### src/hbgcp_defines.vh
/*
  constants of the h-bridge gate control block: register offsets, status
  field positions, reset values and timing counts.
  assumes a 100 mhz system clock and byte addressing on the register bus.
*/
`ifndef HBGCP_DEFINES_VH
`define HBGCP_DEFINES_VH

// clock
`define HBGCP_CLK_PERIOD_NS      10
`define HBGCP_CLK_FREQ_KHZ       100000

// boost oscillator, nominal rate and half period in clock cycles
`define HBGCP_BOOST_FREQ_KHZ     100
`define HBGCP_BOOST_HALF_CYCLES  (`HBGCP_CLK_FREQ_KHZ / `HBGCP_BOOST_FREQ_KHZ / 2)

// cross-conduction dead time, default 1000 ns, least time rounds up
`define HBGCP_DEADTIME_NS        1000
`define HBGCP_DEADTIME_CYCLES    ((`HBGCP_DEADTIME_NS + `HBGCP_CLK_PERIOD_NS - 1) / `HBGCP_CLK_PERIOD_NS)

// short-circuit detection time, default 10000 ns
`define HBGCP_SHORT_NS           10000
`define HBGCP_SHORT_CYCLES       ((`HBGCP_SHORT_NS + `HBGCP_CLK_PERIOD_NS - 1) / `HBGCP_CLK_PERIOD_NS)

// register byte offsets
`define HBGCP_ADDR_DEADTIME      4'h0
`define HBGCP_ADDR_SHORT_TIME    4'h4
`define HBGCP_ADDR_STATUS        4'h8

// status register fields
`define HBGCP_ST_ENABLE          0
`define HBGCP_ST_DIRECTION       1
`define HBGCP_ST_PULSE           2
`define HBGCP_ST_OVERTEMP        3
`define HBGCP_ST_SUPPLY_HIGH     4
`define HBGCP_ST_SUPPLY_LOW      5
`define HBGCP_ST_BOOST           6
`define HBGCP_ST_FAULT           7
`define HBGCP_ST_SHORT_LSB       8

// synchroniser reset pattern: enable low, direction and pulse high
`define HBGCP_SYNC_RESET         10'h006

`endif

### src/hbgcp_boost.v
/*
  boost converter switch: hysteretic enable and fixed 50% oscillator.
  assumes start and stop levels already synchronised to clk_sys_i.
*/
`include "hbgcp_defines.vh"

module hbgcp_boost (
  input  wire clk_sys_i,
  input  wire reset_i,
  input  wire start_i,
  input  wire stop_i,
  output reg  active_o,
  output reg  switch_oe_n_o
);

  localparam integer HALF_INT  = `HBGCP_BOOST_HALF_CYCLES - 1;
  localparam [9:0]   HALF_LAST = HALF_INT[9:0];

  reg [9:0] phase_cnt;

  // hysteresis: start below low limit, stop above high limit
  always @(posedge clk_sys_i or posedge reset_i) begin
    if (reset_i) begin
      active_o <= 1'b0;
    end else if (stop_i) begin
      active_o <= 1'b0;
    end else if (start_i) begin
      active_o <= 1'b1;
    end
  end

  // 50% square wave, pulls the pin low in every other half period
  always @(posedge clk_sys_i or posedge reset_i) begin
    if (reset_i) begin
      phase_cnt     <= 10'h000;
      switch_oe_n_o <= 1'b1;
    end else if (!active_o) begin
      phase_cnt     <= 10'h000;
      switch_oe_n_o <= 1'b1;
    end else if (phase_cnt == HALF_LAST) begin
      phase_cnt     <= 10'h000;
      switch_oe_n_o <= ~switch_oe_n_o;
    end else begin
      phase_cnt     <= phase_cnt + 10'h001;
    end
  end

endmodule // hbgcp_boost

### src/hbgcp_gate_channel.v
/*
  one gate output: delayed turn-on, immediate turn-off, short detection
  with latch. assumes synchronised inputs and a one-cycle clear pulse.
*/
`include "hbgcp_defines.vh"

module hbgcp_gate_channel (
  input  wire        clk_sys_i,
  input  wire        reset_i,
  input  wire        want_on_i,
  input  wire        kill_i,
  input  wire [15:0] deadtime_i,
  input  wire [15:0] short_limit_i,
  input  wire        node_bad_i,
  input  wire        short_clear_i,
  output reg         gate_on_o,
  output reg         short_latched_o
);

  reg [15:0] dead_cnt;
  reg [15:0] short_cnt;
  wire       want_eff = want_on_i & ~short_latched_o & ~kill_i;

  // turn-on waits for the dead time, turn-off at once
  always @(posedge clk_sys_i or posedge reset_i) begin
    if (reset_i) begin
      gate_on_o <= 1'b0;
      dead_cnt  <= 16'h0000;
    end else if (!want_eff) begin
      gate_on_o <= 1'b0;
      dead_cnt  <= 16'h0000;
    end else if (!gate_on_o) begin
      if (dead_cnt >= deadtime_i) begin
        gate_on_o <= 1'b1;
      end else begin
        dead_cnt  <= dead_cnt + 16'h0001;
      end
    end
  end

  // count consecutive bad-node cycles of a conducting gate
  always @(posedge clk_sys_i or posedge reset_i) begin
    if (reset_i) begin
      short_cnt <= 16'h0000;
    end else if (gate_on_o && node_bad_i && !kill_i) begin
      if (short_cnt != 16'hffff) begin
        short_cnt <= short_cnt + 16'h0001;
      end
    end else begin
      short_cnt <= 16'h0000;
    end
  end

  // latch the shutdown; a new detection wins over the clear
  always @(posedge clk_sys_i or posedge reset_i) begin
    if (reset_i) begin
      short_latched_o <= 1'b0;
    end else if (gate_on_o && node_bad_i && !kill_i && short_cnt >= short_limit_i) begin
      short_latched_o <= 1'b1;
    end else if (short_clear_i) begin
      short_latched_o <= 1'b0;
    end
  end

endmodule // hbgcp_gate_channel

### src/hbgcp_bridge_control.v
/*
  h-bridge gate control and protection, top level: input synchronisers,
  fault priority, bridge pattern, four gate channels, boost switch and an
  avalon-mm slave with waitrequest for dead time, short time and status.
  assumes comparator levels from the analog front end, clock of 100 mhz.
*/
// Function
// - boost switch toggles 100kHz, 50% duty
// - boost starts below 8V, stops above 10V
// - active only while enable is high; the boost switch here runs regardless of enable
// - standby: gates resistive, diagnostic released
// - direction and pulse default high
// - pulse 0 drives diagonal pair by direction
// - pulse 1 brakes via both high sides
// - diagnostic high if healthy, low on error
// - overtemp: gates sink, serial off, diag low
// - overvoltage: gates sink, serial off, diag low
// - undervoltage: gates sink, diagnostic low
// - high side off after long low node
// - low side off after long high node
// - shorted gate stays off until input change
// - only the shorted transistor turns off
// - diagnostic combines four sources, real time
// - turn-on delayed by dead time, off immediate
`include "hbgcp_defines.vh"

module hbgcp_bridge_control (
  input  wire        clk_sys_i,
  input  wire        reset_i,
  // host control inputs
  input  wire        enable_i,
  input  wire        direction_i,
  input  wire        pulse_width_i,
  // comparator flags from the analog side
  input  wire        overtemp_flag_i,
  input  wire        supply_high_flag_i,
  input  wire        supply_low_flag_i,
  input  wire        boost_start_i,
  input  wire        boost_stop_i,
  input  wire        bridge_node_a_above_i,
  input  wire        bridge_node_b_above_i,
  // gate drive
  output wire        high_gate_a_o,
  output wire        low_gate_a_o,
  output wire        high_gate_b_o,
  output wire        low_gate_b_o,
  output reg         gate_resistive_o,
  // open-drain pins and serial transmitter gating
  output reg         fault_indicator_n_o,
  output reg         fault_indicator_n_oe_n_o,
  output wire        boost_switch_out_o,
  output wire        boost_switch_out_oe_n_o,
  output reg         serial_tx_enable_o,
  // avalon-mm slave
  input  wire [3:0]  avs_address_i,
  input  wire        avs_read_i,
  input  wire        avs_write_i,
  input  wire [31:0] avs_writedata_i,
  input  wire [3:0]  avs_byteenable_i,
  output reg  [31:0] avs_readdata_o,
  output reg         avs_waitrequest_o
);

  // reset counts are worked out as integers, then cut to the field width
  localparam integer DEADTIME_INT = `HBGCP_DEADTIME_CYCLES;
  localparam integer SHORT_INT    = `HBGCP_SHORT_CYCLES;
  localparam [15:0]  DEADTIME_RST = DEADTIME_INT[15:0];
  localparam [15:0]  SHORT_RST    = SHORT_INT[15:0];
  localparam [9:0]  SYNC_RST     = `HBGCP_SYNC_RESET;

  // gate index order in vectors: high a, low a, high b, low b
  localparam IDX_HA = 0;
  localparam IDX_LA = 1;
  localparam IDX_HB = 2;
  localparam IDX_LB = 3;

  // merge the two low byte lanes of a write into a 16-bit field
  function [15:0] merge16;
    input [15:0] old_val;
    input [31:0] wdata;
    input [3:0]  be;
    begin
      merge16[7:0]  = be[0] ? wdata[7:0]  : old_val[7:0];
      merge16[15:8] = be[1] ? wdata[15:8] : old_val[15:8];
    end
  endfunction

  // two-stage synchroniser for all asynchronous levels
  // reset values match the idle pins: enable low, direction and pulse high
  reg  [9:0] sync_meta;
  reg  [9:0] sync_q;
  wire [9:0] raw_in = {bridge_node_b_above_i, bridge_node_a_above_i, boost_stop_i, boost_start_i,
                       supply_low_flag_i, supply_high_flag_i, overtemp_flag_i,
                       pulse_width_i, direction_i, enable_i};

  always @(posedge clk_sys_i or posedge reset_i) begin
    if (reset_i) begin
      sync_meta <= SYNC_RST;
      sync_q    <= SYNC_RST;
    end else begin
      sync_meta <= raw_in;
      sync_q    <= sync_meta;
    end
  end

  wire en_s       = sync_q[0];
  wire dir_s      = sync_q[1];
  wire pwm_s      = sync_q[2];
  wire hot_s      = sync_q[3];
  wire high_v_s   = sync_q[4];
  wire low_v_s    = sync_q[5];
  wire bst_on_s   = sync_q[6];
  wire bst_off_s  = sync_q[7];
  wire node_a_s   = sync_q[8];
  wire node_b_s   = sync_q[9];

  // previous direction and pulse levels, for change detection
  reg dir_prev;
  reg pwm_prev;

  always @(posedge clk_sys_i or posedge reset_i) begin
    if (reset_i) begin
      dir_prev <= 1'b1;
      pwm_prev <= 1'b1;
    end else begin
      dir_prev <= dir_s;
      pwm_prev <= pwm_s;
    end
  end

  // a change of either input, or standby, frees latched shorts
  // a clear and a new detection in one cycle: the channel lets detection win
  wire short_clear = (dir_s ^ dir_prev) | (pwm_s ^ pwm_prev) | ~en_s;

  // global faults, in priority order, each forces every gate to sink
  reg [1:0] next_fault_cause;
  always @* begin
    if (hot_s) begin
      next_fault_cause = 2'h1;
    end else if (high_v_s) begin
      next_fault_cause = 2'h2;
    end else if (low_v_s) begin
      next_fault_cause = 2'h3;
    end else begin
      next_fault_cause = 2'h0;
    end
  end

  wire global_fault = (next_fault_cause != 2'h0);
  // standby and global faults act at once, turn-off needs no dead time
  wire kill         = ~en_s | global_fault;

  // wanted bridge pattern from direction and pulse
  reg [3:0] want_on;
  always @* begin
    want_on = 4'h0;
    if (pwm_s) begin
      want_on[IDX_HA] = 1'b1;
      want_on[IDX_HB] = 1'b1;
    end else if (!dir_s) begin
      want_on[IDX_LA] = 1'b1;
      want_on[IDX_HB] = 1'b1;
    end else begin
      want_on[IDX_HA] = 1'b1;
      want_on[IDX_LB] = 1'b1;
    end
  end

  // a high side is bad when its node stays low, a low side when high
  // node levels lag the gates by the two synchroniser stages, so a short
  // limit below two cycles would trip on every turn-on
  wire [3:0] node_bad = {node_b_s, ~node_b_s, node_a_s, ~node_a_s};

  // software registers
  reg [15:0] deadtime;
  reg [15:0] short_limit;

  wire [3:0] gate_on;
  wire [3:0] short_latched;

  // one channel per transistor; each latches only its own short
  genvar g;
  generate
    for (g = 0; g < 4; g = g + 1) begin : gen_chan
      hbgcp_gate_channel u_chan (
        .clk_sys_i       (clk_sys_i),
        .reset_i         (reset_i),
        .want_on_i       (want_on[g]),
        .kill_i          (kill),
        .deadtime_i      (deadtime),
        .short_limit_i   (short_limit),
        .node_bad_i      (node_bad[g]),
        .short_clear_i   (short_clear),
        .gate_on_o       (gate_on[g]),
        .short_latched_o (short_latched[g])
      );
    end
  endgenerate

  assign high_gate_a_o = gate_on[IDX_HA];
  assign low_gate_a_o  = gate_on[IDX_LA];
  assign high_gate_b_o = gate_on[IDX_HB];
  assign low_gate_b_o  = gate_on[IDX_LB];

  wire any_short = |short_latched;
  wire any_fault = global_fault | any_short;

  // diagnostic pin, resistive gate state and serial gating
  always @(posedge clk_sys_i or posedge reset_i) begin
    if (reset_i) begin
      gate_resistive_o         <= 1'b1;
      fault_indicator_n_o      <= 1'b1;
      fault_indicator_n_oe_n_o <= 1'b1;
      serial_tx_enable_o       <= 1'b0;
    end else if (!en_s) begin
      gate_resistive_o         <= 1'b1;
      fault_indicator_n_o      <= 1'b1;
      fault_indicator_n_oe_n_o <= 1'b1;
      serial_tx_enable_o       <= 1'b0;
    end else begin
      gate_resistive_o         <= 1'b0;
      fault_indicator_n_o      <= ~any_fault;
      fault_indicator_n_oe_n_o <= 1'b0;
      serial_tx_enable_o       <= ~(hot_s | high_v_s);
    end
  end

  // boost converter switch
  wire boost_active;

  hbgcp_boost u_boost (
    .clk_sys_i     (clk_sys_i),
    .reset_i       (reset_i),
    .start_i       (bst_on_s),
    .stop_i        (bst_off_s),
    .active_o      (boost_active),
    .switch_oe_n_o (boost_switch_out_oe_n_o)
  );

  // open drain: the pin only ever pulls low
  assign boost_switch_out_o = 1'b0;

  // status word showing the block's own state, one field per define
  reg [31:0] status_word;
  always @* begin
    status_word                           = 32'h00000000;
    status_word[`HBGCP_ST_ENABLE]         = en_s;
    status_word[`HBGCP_ST_DIRECTION]      = dir_s;
    status_word[`HBGCP_ST_PULSE]          = pwm_s;
    status_word[`HBGCP_ST_OVERTEMP]       = hot_s;
    status_word[`HBGCP_ST_SUPPLY_HIGH]    = high_v_s;
    status_word[`HBGCP_ST_SUPPLY_LOW]     = low_v_s;
    status_word[`HBGCP_ST_BOOST]          = boost_active;
    status_word[`HBGCP_ST_FAULT]          = any_fault;
    status_word[`HBGCP_ST_SHORT_LSB +: 4] = short_latched;
  end

  wire bus_req = avs_read_i | avs_write_i;

  // an access is taken while waitrequest is high and answered a cycle later;
  // a master that keeps its request past the answer starts a second access
  // one wait cycle per access; the write lands on the accepting edge
  always @(posedge clk_sys_i or posedge reset_i) begin
    if (reset_i) begin
      avs_waitrequest_o <= 1'b1;
      avs_readdata_o    <= 32'h00000000;
      deadtime          <= DEADTIME_RST;
      short_limit       <= SHORT_RST;
    end else if (bus_req && avs_waitrequest_o) begin
      avs_waitrequest_o <= 1'b0;
      case (avs_address_i)
        `HBGCP_ADDR_DEADTIME: begin
          avs_readdata_o <= {16'h0000, deadtime};
        end
        `HBGCP_ADDR_SHORT_TIME: begin
          avs_readdata_o <= {16'h0000, short_limit};
        end
        `HBGCP_ADDR_STATUS: begin
          avs_readdata_o <= status_word;
        end
        default: begin
          avs_readdata_o <= 32'h00000000;
        end
      endcase
    end else begin
      avs_waitrequest_o <= 1'b1;
      if (bus_req && avs_write_i) begin
        case (avs_address_i)
          `HBGCP_ADDR_DEADTIME: begin
            deadtime <= merge16(deadtime, avs_writedata_i, avs_byteenable_i);
          end
          `HBGCP_ADDR_SHORT_TIME: begin
            short_limit <= merge16(short_limit, avs_writedata_i, avs_byteenable_i);
          end
          default: begin
            deadtime <= deadtime;
          end
        endcase
      end
    end
  end

endmodule // hbgcp_bridge_control

### config.mk
export PLATFORM = sky130hd
export DESIGN_NAME = hbgcp_bridge_control
export DESIGN_NICKNAME = d
export VERILOG_FILES = /design/src/hbgcp_boost.v /design/src/hbgcp_gate_channel.v /design/src/hbgcp_bridge_control.v
export VERILOG_INCLUDE_DIRS = /design/src
export SDC_FILE = /design/constraint.sdc
export NUM_CORES = 1
export LEC_CHECK = 0
export BUFFER_PORTS_ARGS = -buffer_cell sky130_fd_sc_hd__buf_2
export CAP_MARGIN = 40
export CORE_AREA = 4 4 185 187
export CTS_BUF_LIST = sky130_fd_sc_hd__clkbuf_8 sky130_fd_sc_hd__clkbuf_16
export DETAILED_ROUTE_END_ITERATION = 10
export DIE_AREA = 0 0 189 191
export SLEW_MARGIN = 40
export SYNTH_ARGS = -nofsm -noshare
export SYNTH_HDL_FRONTEND = slang
export SYNTH_SLANG_ARGS = --single-unit
### constraint.sdc
create_clock -name clk_sys_i -period 8.85 [get_ports clk_sys_i]
set_input_delay 0.4425 -clock clk_sys_i [delete_from_list [all_inputs] [get_ports clk_sys_i]]
set_output_delay 0.4425 -clock clk_sys_i [all_outputs]
set_load 0.005 [all_outputs]
=== After elaboration in Yosys (flattened, before gate mapping) ===
Cells that the tools add are included.
Widths: inputs -> output; s select.

* Bits in registers: 238
* Output and inout bits: 43
* Word-level logic and storage cells: 185

* $add $sub $neg: 9
* $lt $le $gt $ge: 8
* Equal/unequal tests: 20
* Mux-type cells: 57
* Bitwise gates (word level): 28
* Reduce and logical (&&, ||, !) cells: 31

{| class="wikitable"
|+ Operators by type and width
! kind !! count
|-
| $mux 16 || 20
|-
| $add 16x1->16 const B || 8
|-
| $ge 16x16->1 || 8
|-
| $ne 16x16->1 const B || 4
|-
| $pmux 16 s3 || 1
|-
| $mux 1 || 30
|-
| $ne 2x2->1 const B || 13
|-
| $mux 10 || 2
|-
| $reduce_and 4->1 || 4
|-
| $logic_and 1x1->1 || 14
|-
| $not 1->1 || 12
|-
| $reduce_bool 2->1 || 6
|-
| $add 10x1->10 const B || 1
|-
| $eq 10x9->1 const B || 1
|-
| $and 1x1->1 || 8
|-
| $mux 2 || 4
|-
| $reduce_and 2->1 || 4
|-
| $or 1x1->1 || 6
|-
| $eq 4x3->1 const B || 1
|-
| $eq 4x4->1 const B || 1
|-
| $logic_not 4->1 || 1
|-
| $reduce_or 4->1 || 1
|-
| $xor 1x1->1 || 2
|-
| $logic_not 1->1 || 1
|}

=== Logic depth before layout (Yosys ltp) ===
* Depth in word-level cells: 9
* Gate-level depth with buffers: 10

=== By module ===
Synthesis repeated with hierarchy kept, for this count alone.

* Cells, all modules: 1501
* Area total of the unflattened synthesis: 14516.4 µm²

{| class="wikitable"
|+ Modules (own cells, without submodules)
! module !! instances !! cells an instance !! area each (µm²) !! sequential area each (µm²)
|-
| hbgcp_gate_channel || 4 || 304 || 2712.6 || 850.8
|-
| hbgcp_bridge_control || 1 || 226 || 3044.2 || 1874.3
|-
| hbgcp_boost || 1 || 59 || 621.8 || 301.5
|}

=== Worst setup path before layout ===
Ideal clock, no wire load.

* Kind: register to register
* Start: register deadtime[5]
* End: register gen_chan[3].u_chan.dead_cnt[15]
* Arrival: 2.378 ns
* Data required time: 8.772 ns
* Path slack: 6.394 ns
* Stages on the path, launching flop included: 9
* Path buffers: 0
* Clock period less this slack: 2.456 ns
* Path through: dfstp_2 > inv_1 > ha_1 > a21oi_1 > o21ai_0 > a2111oi_4 > nand4b_1 > or4_1 > a21oi_1

* Cells in the longest elaborated chain, start to end: 3

{| class="wikitable"
|+ RTL lines
! item !! RTL line !! source
|-
| start, declared || hbgcp_bridge_control.v:175 || <nowiki>reg [15:0] deadtime;</nowiki>
|-
| start signal, assigned || hbgcp_bridge_control.v:290 || <nowiki>deadtime <= merge16(deadtime, avs_writedata_i, avs_byteenable_i);</nowiki>
|-
| start signal, assigned || hbgcp_bridge_control.v:296 || <nowiki>deadtime <= deadtime;</nowiki>
|-
| $ge 16x16->1 || hbgcp_gate_channel.v:33 || <nowiki>if (dead_cnt >= deadtime_i) begin</nowiki>
|-
| $ne 2x2->1 (no source line) || n/a ||
|-
| $reduce_and 2->1 (no source line) || n/a ||
|-
| end signal, assigned || hbgcp_gate_channel.v:36 || <nowiki>dead_cnt <= dead_cnt + 16'h0001;</nowiki>
|-
| end, declared || hbgcp_gate_channel.v:20 || <nowiki>reg [15:0] dead_cnt;</nowiki>
|}

Every way passes these cells.
A chain may end at the register's enable or synchronous reset.

=== Worst setup path after layout ===
* Start: register deadtime[0]
* End: register gen_chan[2].u_chan.dead_cnt[12]

* Cells in the longest elaborated chain, start to end: 3

{| class="wikitable"
|+ RTL lines
! item !! RTL line
|-
| $ge 16x16->1 || hbgcp_gate_channel.v:33
|-
| $ne 2x2->1 (no source line) || n/a
|-
| $reduce_and 2->1 (no source line) || n/a
|-
| end signal, assigned || hbgcp_gate_channel.v:36
|-
| end, declared || hbgcp_gate_channel.v:20
|}

Every way passes these cells.

==> flow_metrics.tcl <==
set metrics [dict create \
    outcome "finished, final reports clean" \
    grt_pass1_vias 9806 \
    fmax_mhz 321 \
    vias_per_cell 5.49 \
    die_x_um 189 \
    root_buffer "clkbuf_16" \
    track_usage_pct 18.0 \
    synth_async_sr_flop_share_pct 100 \
    grt_max_degree 97 \
    yosys_warnings 0 \
    num_antenna_cells 0 \
    gp_congestion 0.824 \
    period_needed_ns 3.11 \
    synth_seq_cells 222 \
    antenna_found_initial 0 \
    n_fill_cell 3134 \
    hold_buffers 10 \
    cp_max_fo 28 \
    dieArea_um2 36100 \
    post-route-period-util_pct 35.2 \
    cts_resized 0 \
    cts-buffers-inserted 26 \
    r2r_start "deadtime[0]" \
    htreeDepth 1 \
    syn_area_um2 12800 \
    p_leak_uw 0.00655 \
    final_util_pct 44.8 \
    clock_skew_ns 0.0187 \
    synth-seq-area-share_pct 43.4 \
    route.detailed.drc 0 \
    slew_violations 0 \
    io_buffers 61 \
    setup_tns_ns 0 \
    hold_violations 0 \
    worst_slew_pin_slew_ns 0.801 \
    dp_hpwl_um 23500 \
    holdWs_ns 0.0275 \
    synth_compound_area_share_pct 14.0 \
    nNetsFinal 1589 \
    syn_inst 1329 \
    area_delta_synth_final_pct 13.1 \
    chipHeight_um 191 \
    required_ns 9.29 \
    cp.arrival_ns 3.55 \
    synth_xor_xnor_area_share_pct 4.57 \
    critPathLaunch "deadtime[0]" \
    grt_pass1_wl_um 52900 \
    slew_headroom_pct 46.2 \
    cp-start-kind "flip-flop" \
    final_cell_mix "dfrtp_1 (203), ha_1 (137), nand2_1 (117), o21ai_0 (103), nor2_1 (100)" \
    rsz0062_at_grt "false" \
    cts_sinks 222 \
    setup_violations 0 \
    start_util_pct 39.6 \
    crit_path_end_kind "flip-flop" \
    synth_top_family_by_area "simple AND/OR/NAND/NOR gates" \
    num_rows 66 \
    post-cts-setup-buffer-count 0 \
    pwr_density_cell_nw_per_um2 168 \
    hold_class "input pin to async pin" \
    drive_gt1_share_pct 10.6 \
    cts_tree "built" \
    clk_latency_ns 0.55 \
    drt_pass1_iterations 6 \
    synth_cell_types 63 \
    io-pin-count 97 \
    ir_drop_mv 0.138 \
    final_antenna_net_count 0 \
    drtIter0Drc 494 \
    power_uw 2440 \
    layout_commonest_cell "dfrtp_1" \
    synth-main-ff-cell "dfrtp_1" \
    synth_edf_count 0 \
    clkTransAtPathRegs_ns 0.06 \
    routed_wl_um 32700 \
    crit_type "flip-flop to flip-flop" \
    synthSimpleGateAreaFrac_pct 20.0 \
    gr-total-overflow 0 \
    maxCapViolCount 0 \
    vias 10200 \
    clockBufferDepth 3 \
    yosys.area_share.adder_pct 13.3 \
    avgSynthCellArea_um2 9.67 \
    synthMuxAreaShare_pct 0.954 \
    wl_per_cell_um 17.6 \
    core_area_um2 32500 \
]
## synthesized netlist by cell type, types with 23 or more instances
| cell type | n | area [µm²] |
|---|---|---|
| dfrtp_1 | 203 | 5080 |
| ha_1 | 137 | 1710 |
| nand2_1 | 117 | 439 |
| o21ai_0 | 103 | 515 |
| nor2_1 | 100 | 375 |
| a21oi_1 | 77 | 385 |
| nand3_1 | 69 | 345 |
| inv_1 | 50 | 188 |
| xor2_1 | 44 | 385 |
| nand4_1 | 36 | 225 |
| clkbuf_1 | 31 | 116 |
| or3_1 | 29 | 181 |
| and3_1 | 27 | 169 |
| or4_1 | 24 | 180 |
| xnor2_1 | 23 | 201 |
## state kept, by name (all words and copies together), names as in the netlist
register / flops
gen_chan.u_chan.gate_on_o: 4
serial_tx_enable_o: 1
dir_prev: 1
gen_chan.u_chan.short_latched_o: 4
pwm_prev: 1
u_boost.phase_cnt: 10
sync_meta: 10
avs_waitrequest_o: 1
gen_chan.u_chan.short_cnt: 64
u_boost.switch_oe_n_o: 1
avs_readdata_o: 16
short_limit: 16
fault_indicator_n_o: 1
sync_q: 10
deadtime: 16
u_boost.active_o: 1
fault_indicator_n_oe_n_o: 1
gen_chan.u_chan.dead_cnt: 64
## cells by family after synthesis
group                      count (synthesis)
AOI/OAI and AO/OA                        287
xor gates and xnor gates                  67
adders and majority gates                137
buffers and inverters                    104
DFF                                      222
muxes                                     12
other                                      1
and+or+nand+nor                          499
## final cells by class
type / instances / area (µm²) / area share [%]
Inverter: 50 / 195 / 1.34
Multi-Input combinational cell: 1019 / 6880 / 47.4
Clock buffer: 35 / 774 / 5.33
Timing Repair Buffer: 79 / 473 / 3.26
Sequential cell: 222 / 5580 / 38.4
Tap cell: 442 / 553 / 3.81
Clock inverter: 13 / 73.8 / 0.508
## critical path, cell delays in order, from the launching register on
cell,delay (ns)
dfrtp_1,0.60
ha_1,0.30
nand2b_1,0.14
a2111oi_0,0.51
or4b_1,0.25
nand3_2,0.43
or4_1,0.63
a21oi_1,0.16
## worst paths after layout
path                                                    to  slack [ns]  cells after the start
max                        gen_chan[2].u_chan.dead_cnt[12]        5.74                      7
min                                      avs_readdata_o[3]        0.03                      2
max reg2reg                gen_chan[2].u_chan.dead_cnt[12]        5.74                      7
min reg2reg                                      sync_q[9]        0.34                      0
max in group asynchronous  gen_chan[3].u_chan.dead_cnt[13]        7.79                      3
min in group clk_sys_i                         deadtime[3]        0.13                      3
## stage by stage
step | std cells | area (µm²) | setup WS (ns)
after global routing | 1860 | 14500 | 5.56
after floorplan | 1345 | 12900 | 2.36
final | 1860 | 14500 | 5.74
after detailed placement | 1801 | 13600 | 5.78
after global placement | 1801 | 13500 | 5.49
after CTS | 1859 | 14500 | 5.76
## layer usage
layer  GRT usage (%)  vias up  routed length [µm]
met5               0        -                   0
met3            2.59       47                1460
met4            4.85        0                 738
met2            29.7      192               15400
li1                -     4967                   -
met1            24.8     5003               15100
## where the power goes
part / internal (µW) / switching, µW / total, µW
Sequential: 1060 / 28.1 / 1090
Combinational: 90.1 / 208 / 298
Clock: 610 / 437 / 1050
Note: power is estimated with default switching activity, not from simulation.
